===== src/common/dic_map.vh =====
`ifndef DIC_MAP_VH
`define DIC_MAP_VH

// ==========================================================================
// Register offsets (subindex numbers).
// ==========================================================================
`define DIC_OFS_COUNT     8'h08
`define DIC_OFS_COUNT_IDX 8'h00
`define DIC_OFS_SPECIAL   8'h01
`define DIC_OFS_INVERT    8'h02
`define DIC_OFS_FORCE_SEL 8'h03
`define DIC_OFS_FORCE_LVL 8'h04
`define DIC_OFS_RAW       8'h05
`define DIC_OFS_RANGE     8'h06
`define DIC_OFS_RECEIVER  8'h07
`define DIC_OFS_ROUTING   8'h08

// ==========================================================================
// Reset values.
// ==========================================================================
`define DIC_RST_COUNT     8'h08
`define DIC_RST_SPECIAL   32'h0000_0000
`define DIC_RST_INVERT    32'h0000_0000
`define DIC_RST_FORCE_SEL 32'h0000_0000
`define DIC_RST_FORCE_LVL 32'h0000_0000
`define DIC_RST_RANGE     32'h0000_0000
`define DIC_RST_RECEIVER  32'h0000_0000
`define DIC_RST_ROUTING   32'h0000_0001

// ==========================================================================
// Field positions and masks.
// ==========================================================================
`define DIC_BIT_NEG_LIMIT 0
`define DIC_BIT_POS_LIMIT 1
`define DIC_BIT_HOME      2
`define DIC_BIT_INTERLOCK 3
`define DIC_SPECIAL_MASK  32'h0000_000F
`define DIC_CLKDIR_MASK   32'h0000_0030
`define DIC_ROUTING_BIT   0
`define DIC_WIDTH         32

`endif


===== src/hw/dic_top.v =====
// What this block does
// Special role off at 0, on at 1.
// Enable bits: neg limit, pos limit, home, interlock.
// Enable word never affects inputs 16 to 31.
// Invert 0 passes level, 1 reports inverse.
// Invert bit n steers input n plus one.
// Invert ordinary and special inputs, not clock/direction.
// Force bit 1 ignores the physical input.
// Force bit n steers input n plus one.
// Forced input reports its force-value bit.
// Raw word shows unmodified physical inputs.
// Receiver bit 0 single-ended, 1 differential.
// Routing bit 1 enables routing; resets to 1.
// Raw, then inversion, then forcing.
`timescale 1ns/10ps
`include "dic_map.vh"

module dic_top (
   // Clock and reset.
   input  wire        mclk,
   input  wire        rst,
   // Physical digital inputs, input 1 on bit 0.
   input  wire [31:0] din_pin,
   // Configuration object access by subindex.
   input  wire [7:0]  cfg_index,
   input  wire        cfg_wr,
   input  wire        cfg_rd,
   input  wire [31:0] cfg_wdata,
   output wire [31:0] cfg_rdata,
   output wire        cfg_rvalid,
   output wire        cfg_err,
   // Processed inputs and special roles.
   output wire [31:0] din_word,
   output wire        neg_limit,
   output wire        pos_limit,
   output wire        home_switch,
   output wire        interlock,
   // Receiver and routing controls.
   output wire [31:0] range_sel,
   output wire [31:0] diff_sel,
   output wire        routing_on
);

   reg  [31:0] special_role_enable_reg;
   reg  [31:0] input_invert_reg;
   reg  [31:0] force_select_reg;
   reg  [31:0] forced_level_reg;
   reg  [31:0] range_choice_reg;
   reg  [31:0] receiver_type_reg;
   reg  [31:0] routing_switch_reg;
   reg  [31:0] din_word_reg;
   reg  [3:0]  role_reg;
   reg  [31:0] rdata_reg;
   reg         rvalid_reg;
   reg         err_reg;
   reg  [31:0] rdata_next;
   reg         err_next;
   reg  [31:0] proc_next;
   wire [31:0] raw_in;
   wire [31:0] invert_eff;

   // =======================================================================
   // Input synchronisation.
   // =======================================================================
   dic_sync #(
      .WIDTH    (`DIC_WIDTH)
   ) u_sync (
      .mclk     (mclk),
      .rst      (rst),
      .async_in (din_pin),
      .settled  (raw_in)
   );

   // =======================================================================
   // Conditioning pipeline.
   // =======================================================================
   // Clock and direction inputs always keep their physical sense.
   assign invert_eff = input_invert_reg & ~`DIC_CLKDIR_MASK;

   always @* begin
      proc_next = raw_in ^ invert_eff;
      proc_next = (proc_next & ~force_select_reg) |
                  (forced_level_reg & force_select_reg);
   end

   always @(posedge mclk or posedge rst) begin
      if (rst) begin
         din_word_reg <= 32'h0000_0000;
         role_reg     <= 4'h0;
      end else begin
         din_word_reg <= proc_next;
         // Only the low role bits are used, so bits 16 to 31 are untouched.
         role_reg     <= proc_next[3:0] & special_role_enable_reg[3:0];
      end
   end

   assign din_word    = din_word_reg;
   assign neg_limit   = role_reg[`DIC_BIT_NEG_LIMIT];
   assign pos_limit   = role_reg[`DIC_BIT_POS_LIMIT];
   assign home_switch = role_reg[`DIC_BIT_HOME];
   assign interlock   = role_reg[`DIC_BIT_INTERLOCK];

   // =======================================================================
   // Configuration writes.
   // =======================================================================
   always @(posedge mclk or posedge rst) begin
      if (rst) begin
         special_role_enable_reg <= `DIC_RST_SPECIAL;
         input_invert_reg        <= `DIC_RST_INVERT;
         force_select_reg        <= `DIC_RST_FORCE_SEL;
         forced_level_reg        <= `DIC_RST_FORCE_LVL;
         range_choice_reg        <= `DIC_RST_RANGE;
         receiver_type_reg       <= `DIC_RST_RECEIVER;
         routing_switch_reg      <= `DIC_RST_ROUTING;
      end else if (cfg_wr) begin
         case (cfg_index)
            `DIC_OFS_SPECIAL:   special_role_enable_reg <= cfg_wdata;
            `DIC_OFS_INVERT:    input_invert_reg        <= cfg_wdata;
            `DIC_OFS_FORCE_SEL: force_select_reg        <= cfg_wdata;
            `DIC_OFS_FORCE_LVL: forced_level_reg        <= cfg_wdata;
            `DIC_OFS_RANGE:     range_choice_reg        <= cfg_wdata;
            `DIC_OFS_RECEIVER:  receiver_type_reg       <= cfg_wdata;
            `DIC_OFS_ROUTING:   routing_switch_reg      <= cfg_wdata;
            default: begin
            end
         endcase
      end
   end

   assign range_sel  = range_choice_reg;
   assign diff_sel   = receiver_type_reg;
   assign routing_on = routing_switch_reg[`DIC_ROUTING_BIT];

   // =======================================================================
   // Configuration reads, answered one cycle after the strobe.
   // =======================================================================
   always @* begin
      rdata_next = 32'h0000_0000;
      err_next   = 1'b0;
      case (cfg_index)
         `DIC_OFS_COUNT_IDX: rdata_next = {24'h00_0000, `DIC_RST_COUNT};
         `DIC_OFS_SPECIAL:   rdata_next = special_role_enable_reg;
         `DIC_OFS_INVERT:    rdata_next = input_invert_reg;
         `DIC_OFS_FORCE_SEL: rdata_next = force_select_reg;
         `DIC_OFS_FORCE_LVL: rdata_next = forced_level_reg;
         `DIC_OFS_RAW:       rdata_next = raw_in;
         `DIC_OFS_RANGE:     rdata_next = range_choice_reg;
         `DIC_OFS_RECEIVER:  rdata_next = receiver_type_reg;
         `DIC_OFS_ROUTING:   rdata_next = routing_switch_reg;
         default:            err_next   = 1'b1;
      endcase
   end

   always @(posedge mclk or posedge rst) begin
      if (rst) begin
         rdata_reg  <= 32'h0000_0000;
         rvalid_reg <= 1'b0;
         err_reg    <= 1'b0;
      end else begin
         rvalid_reg <= cfg_rd;
         err_reg    <= cfg_rd & err_next;
         if (cfg_rd) begin
            rdata_reg <= rdata_next;
         end
      end
   end

   assign cfg_rdata  = rdata_reg;
   assign cfg_rvalid = rvalid_reg;
   assign cfg_err    = err_reg;

endmodule // dic_top


===== src/hw/dic_sync.v =====
`timescale 1ns/10ps

// ==========================================================================
// Three-stage input synchroniser; a change counts once stages two and
// three agree.
// ==========================================================================
module dic_sync #(
   parameter WIDTH = 32
) (
   // Clock and reset.
   input  wire             mclk,
   input  wire             rst,
   // Asynchronous inputs and their settled values.
   input  wire [WIDTH-1:0] async_in,
   output wire [WIDTH-1:0] settled
);

   reg [WIDTH-1:0] stage1_reg;
   reg [WIDTH-1:0] stage2_reg;
   reg [WIDTH-1:0] stage3_reg;
   reg [WIDTH-1:0] settled_reg;

   genvar i;
   generate
      for (i = 0; i < WIDTH; i = i + 1) begin : g_bit
         always @(posedge mclk or posedge rst) begin
            if (rst) begin
               stage1_reg[i]  <= 1'b0;
               stage2_reg[i]  <= 1'b0;
               stage3_reg[i]  <= 1'b0;
               settled_reg[i] <= 1'b0;
            end else begin
               stage1_reg[i] <= async_in[i];
               stage2_reg[i] <= stage1_reg[i];
               stage3_reg[i] <= stage2_reg[i];
               if (stage2_reg[i] == stage3_reg[i]) begin
                  settled_reg[i] <= stage3_reg[i];
               end
            end
         end
      end
   endgenerate

   assign settled = settled_reg;

endmodule // dic_sync


===== config.mk =====
export PLATFORM = sky130hd
export DESIGN_NAME = dic_top
export DESIGN_NICKNAME = d
export VERILOG_FILES = /design/src/hw/dic_top.v /design/src/hw/dic_sync.v
export VERILOG_INCLUDE_DIRS = /design/src /design/src/common
export SDC_FILE = /design/constraint.sdc
export NUM_CORES = 1
export LEC_CHECK = 0
export ABC_AREA = 1
export BUFFER_PORTS_ARGS = -buffer_cell sky130_fd_sc_hd__buf_4
export CAP_MARGIN = 25
export CELL_PAD_IN_SITES_DETAIL_PLACEMENT = 1
export CELL_PAD_IN_SITES_GLOBAL_PLACEMENT = 1
export CORE_UTILIZATION = 48
export CTS_CLUSTER_DIAMETER = 200
export DETAILED_ROUTE_END_ITERATION = 7
export HOLD_SLACK_MARGIN = 0.1
export PLACE_DENSITY_LB_ADDON = 0.1
export SYNTH_ARGS = -nofsm -noshare
export SYNTH_HDL_FRONTEND = slang
export SYNTH_HIERARCHICAL = 1
export SYNTH_SLANG_ARGS = --single-unit

===== constraint.sdc =====
create_clock -name mclk -period 13.8 [get_ports mclk]
set_input_delay 1.38 -clock mclk [delete_from_list [all_inputs] [get_ports mclk]]
set_output_delay 1.38 -clock mclk [all_outputs]
set_load 0.05 [all_outputs]

## After elaboration in Yosys (flattened, before gate mapping)

Cells that the tools add are included.
W data, S select, Z words.

- Bits of input ports: 76
- Flip-flop bits (word level): 422

- Bitwise logic cells: 7
- Reductions and logical operators: 9
- Equal/unequal tests: 40
- Muxes and demuxes: 2

Operator list:

| cell | number |
|---|---|
| $pmux W32 S9 | 1 |
| $and A32 B32 Y32 | 2 |
| $eq A1 B1 Y1 | 32 |
| $eq A8 B3 Y1 const B | 4 |
| $not A32 Y32 | 1 |
| $or A32 B32 Y32 | 1 |
| $xor A32 B32 Y32 | 1 |
| $eq A8 B2 Y1 const B | 2 |
| $reduce_and A2 Y1 | 7 |
| $reduce_or A9 Y1 | 1 |
| $eq A8 B1 Y1 const B | 1 |
| $eq A8 B4 Y1 const B | 1 |
| $logic_not A8 Y1 | 1 |
| $and A4 B4 Y4 | 1 |
| $and A1 B1 Y1 | 1 |
| $mux W1 | 1 |

## Logic depth before layout (Yosys ltp)

- Depth in word-level cells: 4
- Depth in mapped cells: 12

## Hierarchy

The synthesis kept the hierarchy.

Modules (own cells, without submodules):

| module | cells an instance | area each (um^2) | times used | seq. area each (um^2) |
|---|---|---|---|---|
| dic_top | 1594 | 13321.5 | 1 | 7358.3 |
| dic_sync | 257 | 3727.3 | 1 | 3203.1 |

## Least setup slack after synthesis

OpenSTA, ideal clock, no wires.

- Path kind: input to register
- Start point: input port cfg_index[4]
- End point: register range_choice_reg[20], in the netlist range_sel[20]
- Library setup time: 129 ps
- Path buffers: 2
- Slack: 11416 ps
- Data required time: 13671 ps
- Arrival: 2256 ps
- Cell stages on the path: 8
- Path through: inv_2 -> nand2_2 -> nor2_8 -> buf_6 -> nand3_4 -> clkbuf_1 -> nand2_1 -> o21ai_0

- Cells in the longest elaborated chain, start to end: 2

RTL lines:

| element | RTL line | RTL |
|---|---|---|
| start, declared | dic_top.v:25 | `input wire [7:0] cfg_index,` |
| $eq A8 B3 Y1 | dic_top.v:116 | `case (cfg_index)` |
| $reduce_and A2 Y1 (no line) | n/a |  |
| end signal, assigned | dic_top.v:112 | `` range_choice_reg <= `DIC_RST_RANGE; `` |
| end signal, assigned | dic_top.v:121 | `` `DIC_OFS_RANGE: range_choice_reg <= cfg_wdata; `` |
| end, declared | dic_top.v:48 | `reg [31:0] range_choice_reg;` |

No other way between the ends.
A chain may end at the register's enable or synchronous reset.

## Final worst setup path

- Start point: input port cfg_index[4]
- End point: register force_select_reg[20]

- Cells in the longest elaborated chain, start to end: 2

RTL lines:

| element | RTL line | RTL |
|---|---|---|
| $eq A8 B2 Y1 | dic_top.v:116 |  |
| $reduce_and A2 Y1 (no line) | n/a |  |
| end signal, assigned | dic_top.v:110 | `` force_select_reg <= `DIC_RST_FORCE_SEL; `` |
| end signal, assigned | dic_top.v:119 | `` `DIC_OFS_FORCE_SEL: force_select_reg <= cfg_wdata; `` |
| end, declared | dic_top.v:46 | `reg [31:0] force_select_reg;` |

No other way between the ends.

==> results.ini <==
[drt]
wl_per_cell_um = 20.1
wirelength_um = 50500
via_per_inst = 5.46
detail-route-antenna-nets = 0
wl_met2_um = 25900
drc_errors = 0
wl_met3_um = 2070
dr.first_iter.drc_count = 783
vias = 13721
wl_met1_um = 21300
top_layer = met5
dr.pass1.iters = 5

[timing]
drv_slew = 0
finalCritPeriodShare_pct = 29.7
post-route-min-period_ps = 4100
finalHoldViolations = 0
tns_ps = 0
worst_slack_ps = 9700
fin_skew_ps = 10.2
worst_pin_slew_ps = 1010
relSlewSlack_pct = 32.2
fmax_ghz = 0.244
setup-violations-final = 0
grt_setup_unrepaired = false

[power_and_ir_drop]
power.density_nw_per_um2 = 139
p_leak_uw = 0.0103
peakVddDrop_uv = 101

[clock_network]
cts_setup_buffers = 0
cts.sinks = 422
cts_resized = 0
clock_latency_ps = 560
hold_buffers = 0
cts_buffers = 44
htreeDepth = 2
clk_pin_slew_ps = 60
clockRootBuffer = clkbuf_16
cts_buffer_depth = 3
cts_tree = yes

[die]
die_y_um = 190
die_area_um2 = 36300
die_w_um = 190
io_pins = 211
num_rows = 68
core-area_um2 = 34700
floorplan.initialDensity_pct = 49.1

[place]
gp_congestion = 0.785
port-buffer-count = 210
hpwl_um = 30300
pre_cts_ws_ps = 9200
placed_cells = 2433

[critical_path]
r2r_slack_ps = 12710
worstSetupPathType = input port to flop
reg2reg_depth = 2
cp.required_ps = 14250
startpoint_type = input port
r2r-end = din_word[7]
end_kind = flop
crit_arrival_ps = 4550
path_max_fanout = 64
r2r_start = u_sync/settled[7]

[global_routing]
grt_max_degree = 85
antenna_found_initial = 1
grt_pass1_wl_um = 81300
grt_overflow = 0
grt_usage_pct = 29.0
grt_pass1_vias = 14751

[yosys]
netlist-cell-type-count = 28
synth.largest_area_cell = dfrtp_1
syn_area_um2 = 17000
syn-num-nets = 1927
synth_area_leaders = dfrtp_1 62%, nand2_1 13%, nand3_1 5.7%
ys_warn_count = 6
synth-seq-cells = 422
synth_top_area_share_pct = 61.8
yosysSeqAreaShare_pct = 61.9
avgSynthCellArea_um2 = 9.21
synthCells = 1851

[finish]
nNetsFinal = 2101
area_growth_pct = 19.0
fin_cells = 2513
diodes = 0
drive_above_1_share_pct = 15.8
fin_util_pct = 58.4

[min_path]
worstHoldPathType = flop to flop
hp-start = u_sync/stage1_reg[17]
hold_depth = 0
hold_end = u_sync/stage2_reg[17]

[run]
drv_cap = 0

[run_status]
status = finished, final reports clean

[worst max path at each step]
stage | start | end | slack (ps) | cells after the start
after floorplan | rst | cfg_err | 4300 | 1
after global placement | cfg_index[4] | force_select_reg[10] | 9370 | 10
after detailed placement | cfg_index[4] | force_select_reg[20] | 9200 | 9
after CTS | cfg_index[4] | force_select_reg[20] | 9760 | 9
after global routing | cfg_index[6] | force_select_reg[20] | 9510 | 9
final | cfg_index[4] | force_select_reg[20] | 9700 | 9
[power breakdown]
part | switching [µW] | internal [µW]
clock network | 486 | 708
logic | 186 | 78.7
registers | 54.3 | 1310
[per-stage QoR]
step,instance area (µm²),hold WS [ps],total power [µW]
6_report,20300,347,2820
5_1_grt,20300,353,2920
4_1_cts,20300,349,2840
3_5_place_dp,18800,336,1650
3_3_place_gp,18700,332,1630
2_1_floorplan,17000,331,1540
[layout make-up]
| cell class | instances | area (µm²) |
|---|---|---|
| clock buffers | 66 | 1310 |
| clock inverters | 13 | 143 |
| fillers | 4030 | 14400 |
| inverters | 83 | 327 |
| multi-input cells | 1251 | 5650 |
| flip-flops and latches | 422 | 10600 |
| well taps | 455 | 569 |
| repair buffers | 223 | 1740 |
[synth_stat cells]
cell type and count:
inv_4 1, and2_1 4, nand3_1 195, dfstp_2 1, and2_4 1, buf_1 1, inv_1 75, a21oi_1 36
nand4_1 2, dfrtp_1 421, xnor2_1 30, nor2_2 3, inv_2 7, buf_2 61, o21ai_0 132, nor2_8 1
buf_4 9, nand3_2 1, nand2_4 3, o21ai_1 125, clkbuf_2 1, nor2_4 5, nor2_1 103, nand2_1 601
nand3_4 3, nand2_2 6, buf_6 11, clkbuf_1 12
[logic make-up (layout without fill, tap and decap cells)]
family / Yosys count / in the layout / share of synthesized area [%]
buffers and inverters: 178 / 385 / 5.07
xor gates and xnor gates: 30 / 30 / 1.54
and+or+nand+nor: 928 / 928 / 22.8
DFF: 422 / 422 / 61.9
AOI/OAI and AO/OA: 293 / 293 / 8.60
[worst max-delay path, cell delays in order]
cell and delay, ps:
buf_4 110, inv_2 40, nand2_2 80, nor2_8 670, buf_4 720, nand2_4 180
inv_4 380, nand2_4 490, o21ai_0 390
[placed cells by master (no fill, tap or decap), types with 30 or more instances in the layout]
| cell type | synthesis | final |
|---|---|---|
| o21ai_0 | 132 | 132 |
| nor2_1 | 103 | 103 |
| o21ai_1 | 125 | 125 |
| buf_4 | 9 | 219 |
| nand2_1 | 601 | 601 |
| a21oi_1 | 36 | 36 |
| clkbuf_16 | 0 | 45 |
| nand3_1 | 195 | 195 |
| dfrtp_1 | 421 | 421 |
| inv_1 | 75 | 72 |
| xnor2_1 | 30 | 30 |
[per-layer routing]
| layer | track usage, % | vias up |
|---|---|---|
| met1 | 36.8 | 7010 |
| met3 | 3.92 | 85 |
| met5 | 0 | - |
| met4 | 9.72 | 2 |
| met2 | 51.1 | 312 |
| li1 | - | 6312 |
(Power assumes the default switching activity.)
